$ cat config.mk
export PLATFORM = sky130hd
export DESIGN_NAME = mlcd_detect
export DESIGN_NICKNAME = d
export VERILOG_FILES = /design/src/include/mlcd_pkg.sv /design/src/core/mlcd_detect.sv
export SDC_FILE = /design/constraint.sdc
export NUM_CORES = 1
export LEC_CHECK = 0
export BUFFER_PORTS_ARGS = -buffer_cell sky130_fd_sc_hd__buf_2
export CORE_UTILIZATION = 45
export DETAILED_ROUTE_END_ITERATION = 8
export PLACE_DENSITY = 0.68
export SLEW_MARGIN = 20
export SYNTH_ARGS = -nofsm -noshare
export SYNTH_HDL_FRONTEND = slang
export SYNTH_SLANG_ARGS = --single-unit
$ cat constraint.sdc
create_clock -name mclk -period 3.4 [get_ports mclk]
set_input_delay 1.02 -clock mclk [delete_from_list [all_inputs] [get_ports mclk]]
set_output_delay 1.02 -clock mclk [all_outputs]
set_load 0.01 [all_outputs]
$ cat src/include/mlcd_pkg.sv
// package for the modem line change detector: offsets, fields, reset values
`default_nettype none
package mlcd_pkg;
  // ****************************************
  // register offsets (8-bit address space)
  // ****************************************
  localparam logic [7:0] OFF_CHANGE_OPTIONS_ONE = 8'h10;
  localparam logic [7:0] OFF_CHANGE_OPTIONS_TWO = 8'h11;
  localparam logic [7:0] OFF_CHANGE_FLAGS = 8'h12;
  localparam logic [7:0] OFF_SIGNAL_VALUES = 8'h28;
  localparam logic [7:0] OFF_END_OF_SERVICE = 8'h7f;
  localparam logic [7:0] OFF_SERVICE_ENABLE = 8'h7e;
  // ****************************************
  // field positions
  // ****************************************
  localparam int BIT_SET_READY = 7;
  localparam int BIT_CARRIER = 6;
  localparam int BIT_CLEAR_SEND = 5;
  localparam int BIT_THRESH_LO = 0;
  localparam int THRESH_W = 4;
  // ****************************************
  // reset values
  // ****************************************
  localparam logic [7:0] RST_OPTIONS_ONE = 8'h00;
  localparam logic [7:0] RST_OPTIONS_TWO = 8'h00;
  localparam logic [7:0] RST_FLAGS = 8'h00;
  localparam logic [2:0] RST_SYNC = 3'h0;
  localparam logic [3:0] RST_RX_THRESH = 4'h8;
  // three modem inputs travel together, ordered set_ready, carrier, clear_send
  typedef struct packed {
    logic set_ready;
    logic carrier;
    logic clear_send;
  } mlcd_lines_t;
endpackage
`default_nettype wire

$ cat src/core/mlcd_detect.sv
// modem line change detector for one serial channel
// Function
// - selected transition on a monitored modem input sets its change flag
// - a change raises the modem service request only when its enable is set
// - after request asserts, detected changes stop setting flags until end-of-service is written; host writes still load them
// - flags: bit 7 set-ready, bit 6 carrier, bit 5 clear-send; 4:0 read zero
// - option-one bit 7 detects set-ready pin falling (value bit rising)
// - option-one bit 6 detects carrier pin falling (value bit rising)
// - option-one bit 5 detects clear-send pin falling (value bit rising)
// - option-one bits 3:0 give auto terminal-ready threshold, capped at RX_SERVICE_THRESH; zero disables
// - option-two bits 7..5 detect pin rising (value bit falling) per line
// - value bits are the inverse of the pin levels
`timescale 1ns/100ps
`default_nettype none
module mlcd_detect #(
  parameter logic [3:0] RX_SERVICE_THRESH = mlcd_pkg::RST_RX_THRESH
) (
  input wire logic mclk,
  input wire logic rst,
  input wire logic [7:0] bus_addr,
  input wire logic bus_wr,
  input wire logic bus_rd,
  input wire logic [7:0] bus_wdata,
  output logic [7:0] bus_rdata,
  input wire logic set_ready_n,
  input wire logic carrier_n,
  input wire logic clear_send_n,
  input wire logic [3:0] rx_fifo_level,
  output logic modem_service_req,
  output logic auto_terminal_ready_en,
  output logic [3:0] auto_terminal_ready_level,
  output logic rx_level_over_thresh
);
  // ****************************************
  // address decoding
  // ****************************************
  // true when the bus address selects the given register offset
  function automatic logic reg_sel(
    input logic [7:0] addr,
    input logic [7:0] off
  );
    return (addr == off);
  endfunction

  // ****************************************
  // input synchronisers
  // ****************************************
  logic [2:0] sync_q [3];
  logic [2:0] pins_n;
  logic [2:0] stable_v;
  logic [2:0] val_q;
  logic [2:0] val_d;
  mlcd_pkg::mlcd_lines_t lines_v;
  assign pins_n = {set_ready_n, carrier_n, clear_send_n};

  // filtered value bits as one named group for the status read
  assign lines_v = val_q;

  // three stages per pin; a change counts once stages two and three agree
  genvar g;
  generate
    for (g = 0; g < 3; g++) begin : g_sync
      always_ff @(posedge mclk) begin
        if (rst) begin
          sync_q[g] <= mlcd_pkg::RST_SYNC;
        end else begin
          sync_q[g] <= {sync_q[g][1:0], ~pins_n[g]};
        end
      end
      assign stable_v[g] = (sync_q[g][1] == sync_q[g][2]);
      assign val_d[g] = stable_v[g] ? sync_q[g][2] : val_q[g];
    end
  endgenerate

  // ****************************************
  // registers
  // ****************************************
  logic [7:0] opt1_q;
  logic [7:0] opt2_q;
  logic [7:0] flags_q;
  logic [7:0] flags_d;
  logic [7:0] srv_en_q;
  logic [7:0] opt1_d;
  logic [7:0] opt2_d;
  logic [7:0] srv_en_d;
  logic svc_q;
  logic svc_d;
  logic wr_opt1;
  logic wr_opt2;
  logic wr_flags;
  logic wr_eos;
  logic wr_en;
  // one write strobe per register except signal values, which is read-only; unmapped writes select nothing
  assign wr_opt1 = bus_wr && reg_sel(bus_addr, mlcd_pkg::OFF_CHANGE_OPTIONS_ONE);
  assign wr_opt2 = bus_wr && reg_sel(bus_addr, mlcd_pkg::OFF_CHANGE_OPTIONS_TWO);
  assign wr_flags = bus_wr && reg_sel(bus_addr, mlcd_pkg::OFF_CHANGE_FLAGS);
  assign wr_eos = bus_wr && reg_sel(bus_addr, mlcd_pkg::OFF_END_OF_SERVICE);
  assign wr_en = bus_wr && reg_sel(bus_addr, mlcd_pkg::OFF_SERVICE_ENABLE);

  // ****************************************
  // transition detection
  // ****************************************
  logic [2:0] rise_v;
  logic [2:0] fall_v;
  logic [2:0] fall_en;
  logic [2:0] rise_en;
  logic [2:0] hit;
  logic [7:0] hit_byte;
  assign rise_v = val_d & ~val_q;
  assign fall_v = ~val_d & val_q;
  assign fall_en = opt1_q[7:5];
  assign rise_en = opt2_q[7:5];
  assign hit = (rise_v & fall_en) | (fall_v & rise_en);
  assign hit_byte = {hit, 5'h00};

  // flags: host write clears/loads, detection sets, frozen while in service
  always_comb begin
    flags_d = flags_q;
    if (wr_flags) begin
      flags_d = {bus_wdata[7:5], 5'h00};
    end
    if (!svc_q) begin
      flags_d = flags_d | hit_byte; // set wins over clear
    end
  end

  // request rises on an enabled change, holds until end-of-service
  assign svc_d = wr_eos ? 1'b0 : (svc_q | (|(hit_byte & srv_en_q)));

  // next values of option and enable registers; unused bits stay zero
  assign opt1_d = wr_opt1 ? {bus_wdata[7:5], 1'b0, bus_wdata[3:0]} : opt1_q;
  assign opt2_d = wr_opt2 ? {bus_wdata[7:5], 5'h00} : opt2_q;
  assign srv_en_d = wr_en ? {bus_wdata[7:5], 5'h00} : srv_en_q;

  // option register one: fall enables and threshold
  always_ff @(posedge mclk) begin
    if (rst) begin
      opt1_q <= mlcd_pkg::RST_OPTIONS_ONE;
    end else begin
      opt1_q <= opt1_d;
    end
  end

  // option register two: rise enables
  always_ff @(posedge mclk) begin
    if (rst) begin
      opt2_q <= mlcd_pkg::RST_OPTIONS_TWO;
    end else begin
      opt2_q <= opt2_d;
    end
  end

  // per-line service request enables
  always_ff @(posedge mclk) begin
    if (rst) begin
      srv_en_q <= mlcd_pkg::RST_FLAGS;
    end else begin
      srv_en_q <= srv_en_d;
    end
  end

  // change flags
  always_ff @(posedge mclk) begin
    if (rst) begin
      flags_q <= mlcd_pkg::RST_FLAGS;
    end else begin
      flags_q <= flags_d;
    end
  end

  // service request; changes seen while it stands are lost, not queued
  always_ff @(posedge mclk) begin
    if (rst) begin
      svc_q <= 1'b0;
    end else begin
      svc_q <= svc_d;
    end
  end

  // filtered value bits; reset assumes idle-high pins, so held-low pins edge later
  always_ff @(posedge mclk) begin
    if (rst) begin
      val_q <= 3'h0;
    end else begin
      val_q <= val_d;
    end
  end

  // ****************************************
  // automatic terminal-ready threshold
  // ****************************************
  logic [3:0] thr_raw;
  logic [3:0] thr_eff;
  assign thr_raw = opt1_q[3:0];
  assign thr_eff = (thr_raw > RX_SERVICE_THRESH) ? RX_SERVICE_THRESH : thr_raw;
  assign auto_terminal_ready_en = (thr_raw != 4'h0);
  assign auto_terminal_ready_level = thr_eff;
  assign rx_level_over_thresh = auto_terminal_ready_en && (rx_fifo_level >= thr_eff);
  assign modem_service_req = svc_q;

  // ****************************************
  // read mux
  // ****************************************
  always_comb begin
    bus_rdata = 8'h00;
    if (bus_rd) begin
      unique case (bus_addr)
        mlcd_pkg::OFF_CHANGE_OPTIONS_ONE: bus_rdata = opt1_q;
        mlcd_pkg::OFF_CHANGE_OPTIONS_TWO: bus_rdata = opt2_q;
        mlcd_pkg::OFF_CHANGE_FLAGS: bus_rdata = flags_q;
        mlcd_pkg::OFF_SIGNAL_VALUES: bus_rdata = {lines_v, 5'h00};
        mlcd_pkg::OFF_SERVICE_ENABLE: bus_rdata = srv_en_q;
        default: bus_rdata = 8'h00;
      endcase
    end
  end
endmodule
`default_nettype wire

### Yosys cells after proc, flatten, opt, wreduce, memory -nomap -nowiden

Memory sizes are Yosys's and may differ from the RTL's.
Cells that the tools add are included.

* magnitude comparators: 2
* bitwise operators: 16
* muxes and demuxes: 14
* reductions and logical operators: 9
* equality and inequality tests: 9

Operators with widths (count)
* 8-bit one-hot mux with 5 select lines: 1
* 8-bit by 5-bit == test with 1-bit output (second input constant): 3
* 8-bit 2-to-1 mux: 3
* 8-bit by 7-bit == test with 1-bit output (second input constant): 2
* 3-bit bitwise AND: 4
* 3-bit 2-to-1 mux: 3
* 8-bit bitwise AND: 1
* 8-bit by 6-bit == test with 1-bit output (second input constant): 1
* 8-bit OR: 1
* 8-bit OR reduction: 1
* 1-bit logical AND: 6
* 1-bit 2-to-1 mux: 6
* 3-bit inverter: 2
* 4-bit greater-or-equal comparator: 1
* 4-bit > comparator (second input constant): 1
* 4-bit 2-to-1 mux: 1
* 1-bit OR: 4
* 4-bit nonzero test: 1
* 1-bit == test: 3
* 1-bit inverter: 3
* 3-bit OR: 1
* 2-bit OR reduction: 1

* RAM bits: 9
* word-level logic and storage cells: 57
* memories: 1
* register bits after elaboration: 25
* input port bits: 27
* output and inout port bits: 15

Memories
* sync_q: depth 3, width 3, rd ports 3, clocked after Yosys merged registers in 0, write ports 3, RTL line mlcd_detect.sv:48 `logic [2:0] sync_q [3];`

### Longest topological paths before layout

Gate-level depths: netlist (run 1).
An unclocked memory read counts as a cell.

* depth after elaboration: 10
* depth in mapped cells: 6
* mapped depth without buffers: 6

### Worst setup path after synthesis (run 1)

OpenSTA, ideal clock, no wires.

* path kind: input-to-output
* start point: in bus_addr[3]
* end point: out bus_rdata[5]
* path buffers: 0
* required time: 2.380 ns
* data arrival time: 2.222 ns
* stages: 4
* setup slack: 0.158 ns
* cells stage by stage: or4_4 > a2111oi_2 > o21ai_1 > a21oi_1

* longest elaborated chain between the ends: 3
* elaborated cells on any way between the ends: 7
* classes of those cells: eq/ne: 5; mux: 2

RTL lines
* start: declaration: RTL line mlcd_detect.sv:20 `input wire logic [7:0] bus_addr,`
* 8-bit by 7-bit == test with 1-bit output, or another cell as far along: RTL line mlcd_detect.sv:207 `unique case (bus_addr)`
* 8-bit one-hot mux with 5 select lines (*): RTL line mlcd_detect.sv:207
* 8-bit 2-to-1 mux (*): RTL line mlcd_detect.sv:206 `if (bus_rd) begin`
* end: declaration: RTL line mlcd_detect.sv:24 `output logic [7:0] bus_rdata,`

Mark *: on every way between the ends. The rest lies on a longest branch, timed or not.

### Worst setup path after layout (run 1)

* start point: in bus_addr[3]
* end point: out bus_rdata[6]

The elaborated chain is that of the path after synthesis.

==> results of run 1 <==
[stage by stage]
stage / setup TNS [ps] / setup WS, ps
after floorplan: 0 / 158
after global placement: -28.2 / -12.2
after detailed placement: -83.8 / -32.1
after CTS: 0 / 3.52
after global routing: -207 / -74.6
final: -33.6 / -14.8
[routing by layer]
layer,share of wire,routed length (um),track usage
met3,0.043,140,0.0649
met4,0.014,47,0.110
met5,0,0,0
met1,0.48,1560,0.271
met2,0.47,1530,0.317
[sequential cells by signal (all words and copies together), names as in the netlist]
register,flops
opt2_q,3
flags_q,3
opt1_q,7
sync_q,9
lines_v,3
srv_en_q,3
modem_service_req,1
[power groups by stage]
stage / Sequential (mW) / Clock (mW) / Combinational [mW]
finish: 0.347 / 0.202 / 0.0581
CTS: 0.347 / 0.215 / 0.0557
global placement: 0.355 / 0 / 0.0516
detailed placement: 0.355 / 0 / 0.0541
global route: 0.348 / 0.227 / 0.0642
floorplan: 0.354 / 0 / 0.0246
[kinds of logic after synthesis]
family	share of synthesized area
buffers and inverters	0.0443
multiplexers	0.127
other	0.00251
AND/OR/NAND/NOR	0.277
AO/OA/AOI/OAI	0.128
adder cells (fa/ha/maj)	0.0334
flip-flops	0.388
[worst min-delay path by stage]
stage	endpoint	slack (ps)	startpoint	cells past startpoint
finish	sync_q[2][1]	440	sync_q[2][0]	1
global route	sync_q[2][1]	470	sync_q[2][0]	1
CTS	sync_q[2][1]	450	sync_q[2][0]	1
detailed placement	sync_q[1][1]	430	sync_q[1][0]	1
global placement	sync_q[2][1]	420	sync_q[2][0]	1
floorplan	sync_q[0][1]	410	sync_q[0][0]	1
[cell usage in the layout, fill, tap and decap left out, types with 2 or more instances in the layout]
master,synthesis,final
and2_1,4,4
buf_6,0,2
nand2_1,9,9
o31ai_1,3,3
a2bb2oi_1,3,3
mux2i_1,19,19
ha_1,4,4
nor2_1,19,18
or4_1,2,2
nor2b_1,8,8
inv_1,9,9
buf_2,2,36
and3_1,3,3
nand2b_1,4,4
o21ai_0,8,8
nand4b_1,4,4
nor3_1,4,4
buf_4,1,11
clkbuf_4,0,5
dfxtp_1,29,29
a21oi_1,12,12
[worst max-delay path: cells and delay by family]
family / cells / cell delay (ps)
compound gates: 3 / 570
buf+inv: 2 / 230
simple gates: 1 / 560
[cell type report]
type	instances	area, um2	area share
Tap cell	44	55.1	0.0292
Clock buffer	7	55.1	0.0292
Sequential cell	29	581	0.308
Inverter	9	33.8	0.0179
Multi-Input combinational cell	124	873	0.464
Timing Repair Buffer	49	285	0.151
[repair_timing]
action	in CTS	in global routing
resized for setup	3	5
pin swaps	1	0
setup endpoints to repair	6	3
buffers inserted	0	1
==> impl_metrics.toml, run 1 <==
[outcome]
outcome = "complete, but fails checks"
violations = "negative setup slack"

[critical_path]
critPathLaunch = "bus_addr[3]"
cp_max_fo = 3
crit_chain = "buf_6 -> or4_4 -> a2111oi_4 -> o21ai_2 -> a21oi_1 -> buf_2"
worstSetupPathType = "input port to output port"
reg2reg_depth = 4
start_kind = "input port"
reg2reg_slack_ps = 2160
crit_required_ps = 2380
crit_end = "bus_rdata[6]"
critPathMaxStageDelay_ps = 560
r2r-end = "modem_service_req"
r2r_start = "lines_v[0]"
cpMaxStageDelayCell = "or4_4"
endpoint_kind = "output port"
crit_arrival_ps = 2390

[grt]
gr-usage-all-layers = 0.211
overflow = 0
antenna_found_initial = 0
grt_pass1_vias = 1205
grt_max_degree = 30
grt_pass1_wl_mm = 5.38

[pwr]
pwr-share-clk = 0.333
switching_power_uw = 139
power_uw = 607
ir_drop_v = 0.000227
pwr-share-comb = 0.096
p_leak_nw = 0.847
sw_frac_of_total = 0.228
powerDensity_nw_per_um2 = 323
pwr-share-seq = 0.571
internal_power_uw = 469

[final_layout]
stdcell_area_um2 = 1880
final_util = 0.607
syn2layout_area_growth_pct = 25.8
num-nets-final = 249
instances_no_fill = 262
fill_cells = 294
diodes = 0
layout-drive-gt1-share = 0.303

[routing]
routed_wl_mm = 3.27
wl_per_cell_um = 12.5
vias_per_cell = 5.11
dr_total_vias = 1339
drt_iter0_markers = 110
remaining_drc_errors = 0
ant_nets = 0
drt-pass1-iter-count = 4

[clocking]
tritoncts = "done"
ctsHoldBuffers = 0
clock_latency_ps = 320
numCtsBuffers = 5
cts_root_buf = "clkbuf_4"
cts.htree.levels = 2
cts.path.max_buffers = 2
clkSinkCount = 29
path_clk_slew_ps = 80

[logic_synthesis]
synth_seq_cells = 29
seq_area_frac_synth = 0.388
yosysMostFrequentCell = "dfxtp_1"
yosysTopAreaCell = "dfxtp_1"
synth.avg_cell_area_um2 = 8.85
synthCells = 169
synthArstFlopShare = 0
synthFlopType = "dfxtp_1"
yosys-top-cells-count = "dfxtp_1, mux2i_1, nor2_1"
yosys.area.top_type_share = 0.388
yosysWarnings = 0
postSynthNetCount = 200
synthTopCellsByArea = "dfxtp_1, mux2i_1, nor2_1, a21oi_1, ha_1"
synth_area_um2 = 1500
synth_edf_count = 0
synth_cell_type_count = 37

[job]
drv_cap = 0

[floorplanning]
core-area_um2 = 3100
rows = 20
chipHeight_um = 59.7
fp.dieArea_um2 = 3560
initial_core_util = 0.482
fp.dieW_um = 59.7
ios = 42

[worst_hold_path]
hold_class = "register to register"

[placed_design]
port_buffers = 39
dp_hpwl_mm = 2.51
gp_congestion = 0.859
post_dp_cell_area_um2 = 1780
placed_cells = 254

[timing]
relSlewSlack = 0.661
hold_slack_ps = 441
rsz0062_at_grt = "true"
final_hold_viol_count = 0
period_share = 1.00
fin_ws_ps = -14.8
drv_slew = 0
fin_crit_ps = 3410
fin_skew_ps = 4.41
setup_viol_count_final = 3
max_freq_ghz = 0.293
worstMarginPinSlew_ps = 507
Note: power is estimated with default switching activity, not from simulation.
==> inputs of run 2 (changes only) <==
--- a/config.mk
+++ b/config.mk
@@ -6,9 +6,11 @@
 export NUM_CORES = 1
 export LEC_CHECK = 0
 export BUFFER_PORTS_ARGS = -buffer_cell sky130_fd_sc_hd__buf_2
-export CORE_UTILIZATION = 45
+export CORE_UTILIZATION = 51
+export CTS_CLUSTER_DIAMETER = 80
 export DETAILED_ROUTE_END_ITERATION = 8
-export PLACE_DENSITY = 0.68
+export MAX_ROUTING_LAYER = met4
+export PLACE_DENSITY = 0.76
 export SLEW_MARGIN = 20
 export SYNTH_ARGS = -nofsm -noshare
 export SYNTH_HDL_FRONTEND = slang
==> run 2 against run 1 <==
  * The run still ends with negative setup slack left
  * Critical path depth is the same
  * Non-clock buffer count shrank 2
  * Register-to-register slack gained 50 ps
  * Combinational power grew 0.9%
  * Sequential share of layout area grew 0.27 points
  * Global-route usage grew 1.3 points
  * Final area shrank 0.86%
  * Clock power shrank 7%
  * First-iteration DRC count shrank 43%
  * Largest cell class unchanged
  * Routed wire length shrank 0.34%
  * Largest power group unchanged
  * Final cell count shrank 5.3%
==> impl_metrics.toml, run 2 (same netlist as run 1, synthesis figures left out) <==
[critical_path]
r2r_start = "lines_v[0]"
endpoint_kind = "output port"
cp_max_fo = 3
crit_required_ps = 2380
critPathMaxStageDelay_ps = 560
cpMaxStageDelayCell = "or4_4"
crit_arrival_ps = 2410
reg2reg_depth = 4
r2r-end = "modem_service_req"
start_kind = "input port"
worstSetupPathType = "input port to output port"
reg2reg_slack_ps = 2210
crit_chain = "buf_6 -> or4_4 -> a2111oi_4 -> o21ai_2 -> a21oi_2 -> buf_2"
cp_top_family = "compound AO/OA/AOI/OAI gates"
worst-path-buf-inv = 2

[timing]
hold_slack_ps = 448
fin_skew_ps = 8.75
period_share = 1.01
relSlewSlack = 0.665
max_freq_ghz = 0.291
final_hold_viol_count = 0
drv_slew = 0
rsz0062_at_grt = "true"
worstMarginPinSlew_ps = 503
fin_ws_ps = -32.0
fin_crit_ps = 3430
setup_viol_count_final = 3
setup_tns_ps = -90.2

[floorplanning]
fp.dieW_um = 56.2
rows = 19
chipHeight_um = 56.2
initial_core_util = 0.543
core-area_um2 = 2760
ios = 42
fp.dieArea_um2 = 3160

[final_layout]
diodes = 0
final_cell_mix = "buf_2, dfxtp_1, mux2i_1"
mostFrequentLayoutCell = "buf_2"
instances_no_fill = 248
fill_cells = 244
largest_register_ffs = 9
num-nets-final = 247
layout-drive-gt1-share = 0.309
top_register = "sync_q"
top_regs = "sync_q x9, opt1_q x7"
syn2layout_area_growth_pct = 24.7

[placed_design]
port_buffers = 39
gp_congestion = 0.925
dp_hpwl_mm = 2.43
placed_cells = 240
pre_cts_slack_ps = -100

[pwr]
p_leak_nw = 0.841
ir_drop_v = 0.000343
powerDensity_nw_per_um2 = 318

[outcome]
outcome = "complete, but fails checks"
violations = "negative setup slack"

[routing]
wl_per_cell_um = 13.2
routed_wl_mm = 3.26
vias_per_cell = 5.46
dr_total_vias = 1355
drt_iter0_markers = 63
drt-pass1-iter-count = 4
ant_nets = 0
remaining_drc_errors = 0

[worst_hold_path]
hold_end = "sync_q[2][1]"
hold_class = "register to register"
hold_depth = 1
hold_start = "sync_q[2][0]"

[clocking]
tritoncts = "done"
clkSinkCount = 29
cts.path.max_buffers = 2
numCtsBuffers = 5
clock_latency_ps = 320
cts.htree.levels = 2
ctsHoldBuffers = 0
cts_root_buf = "clkbuf_4"
path_clk_slew_ps = 80

[grt]
gr-usage-all-layers = 0.224
overflow = 0
grt_max_degree = 30
grt_pass1_vias = 1261
grt_pass1_wl_mm = 5.39
antenna_found_initial = 0

[job]
drv_cap = 0
run 2: area by class of cell:
class / count / area (um2) / share of cell area
multi-input combinational: 124 / 895 / 0.479
sequential: 29 / 581 / 0.311
timing repair buffer: 47 / 268 / 0.143
clock buffer: 6 / 41.3 / 0.0221
tap: 31 / 38.8 / 0.0208
inverter: 9 / 33.8 / 0.0181
clock inverter: 2 / 10.0 / 0.00536
run 2: routing by layer:
metal	vias up	GRT usage	part of all wire
met1	623	0.278	0.46
met3	7	0.0535	0.042
met2	34	0.349	0.48
li1	691	-	-
met4	0	0.0941	0.022
met5	-	-	0
run 2: timing repair:
action | 4_1_cts | 5_1_grt
setup buffers | 0 | 0
endpoints found under the setup margin | 3 | 7
resized for setup | 4 | 6
pin swaps | 1 | 0
run 2: power breakdown:
part           total [mW]  switching (mW)  internal (mW)
sequential          0.347         0.00293          0.344
combinational      0.0586          0.0317         0.0269
clock               0.188           0.110         0.0785
total               0.594           0.144          0.449
run 2: worst max path at each step:
stage / from / endpoint / slack (ps) / cells after the start
floorplan: bus_addr[3] / bus_rdata[5] / 160 / 4
global placement: bus_addr[3] / bus_rdata[7] / -60 / 6
detailed placement: bus_addr[3] / bus_rdata[6] / -100 / 6
CTS: bus_addr[3] / bus_rdata[6] / -20 / 6
global route: bus_addr[3] / bus_rdata[7] / -70 / 6
finish: bus_addr[3] / bus_rdata[6] / -30 / 6
run 2: per-stage QoR:
step,power [mW],util,cell area (um2)
final,0.594,0.677,1870
after CTS,0.598,0.665,1830
after global placement,0.405,0.637,1760
after floorplan,0.379,-,1500
after global routing,0.623,0.677,1870
after detailed placement,0.408,0.637,1760
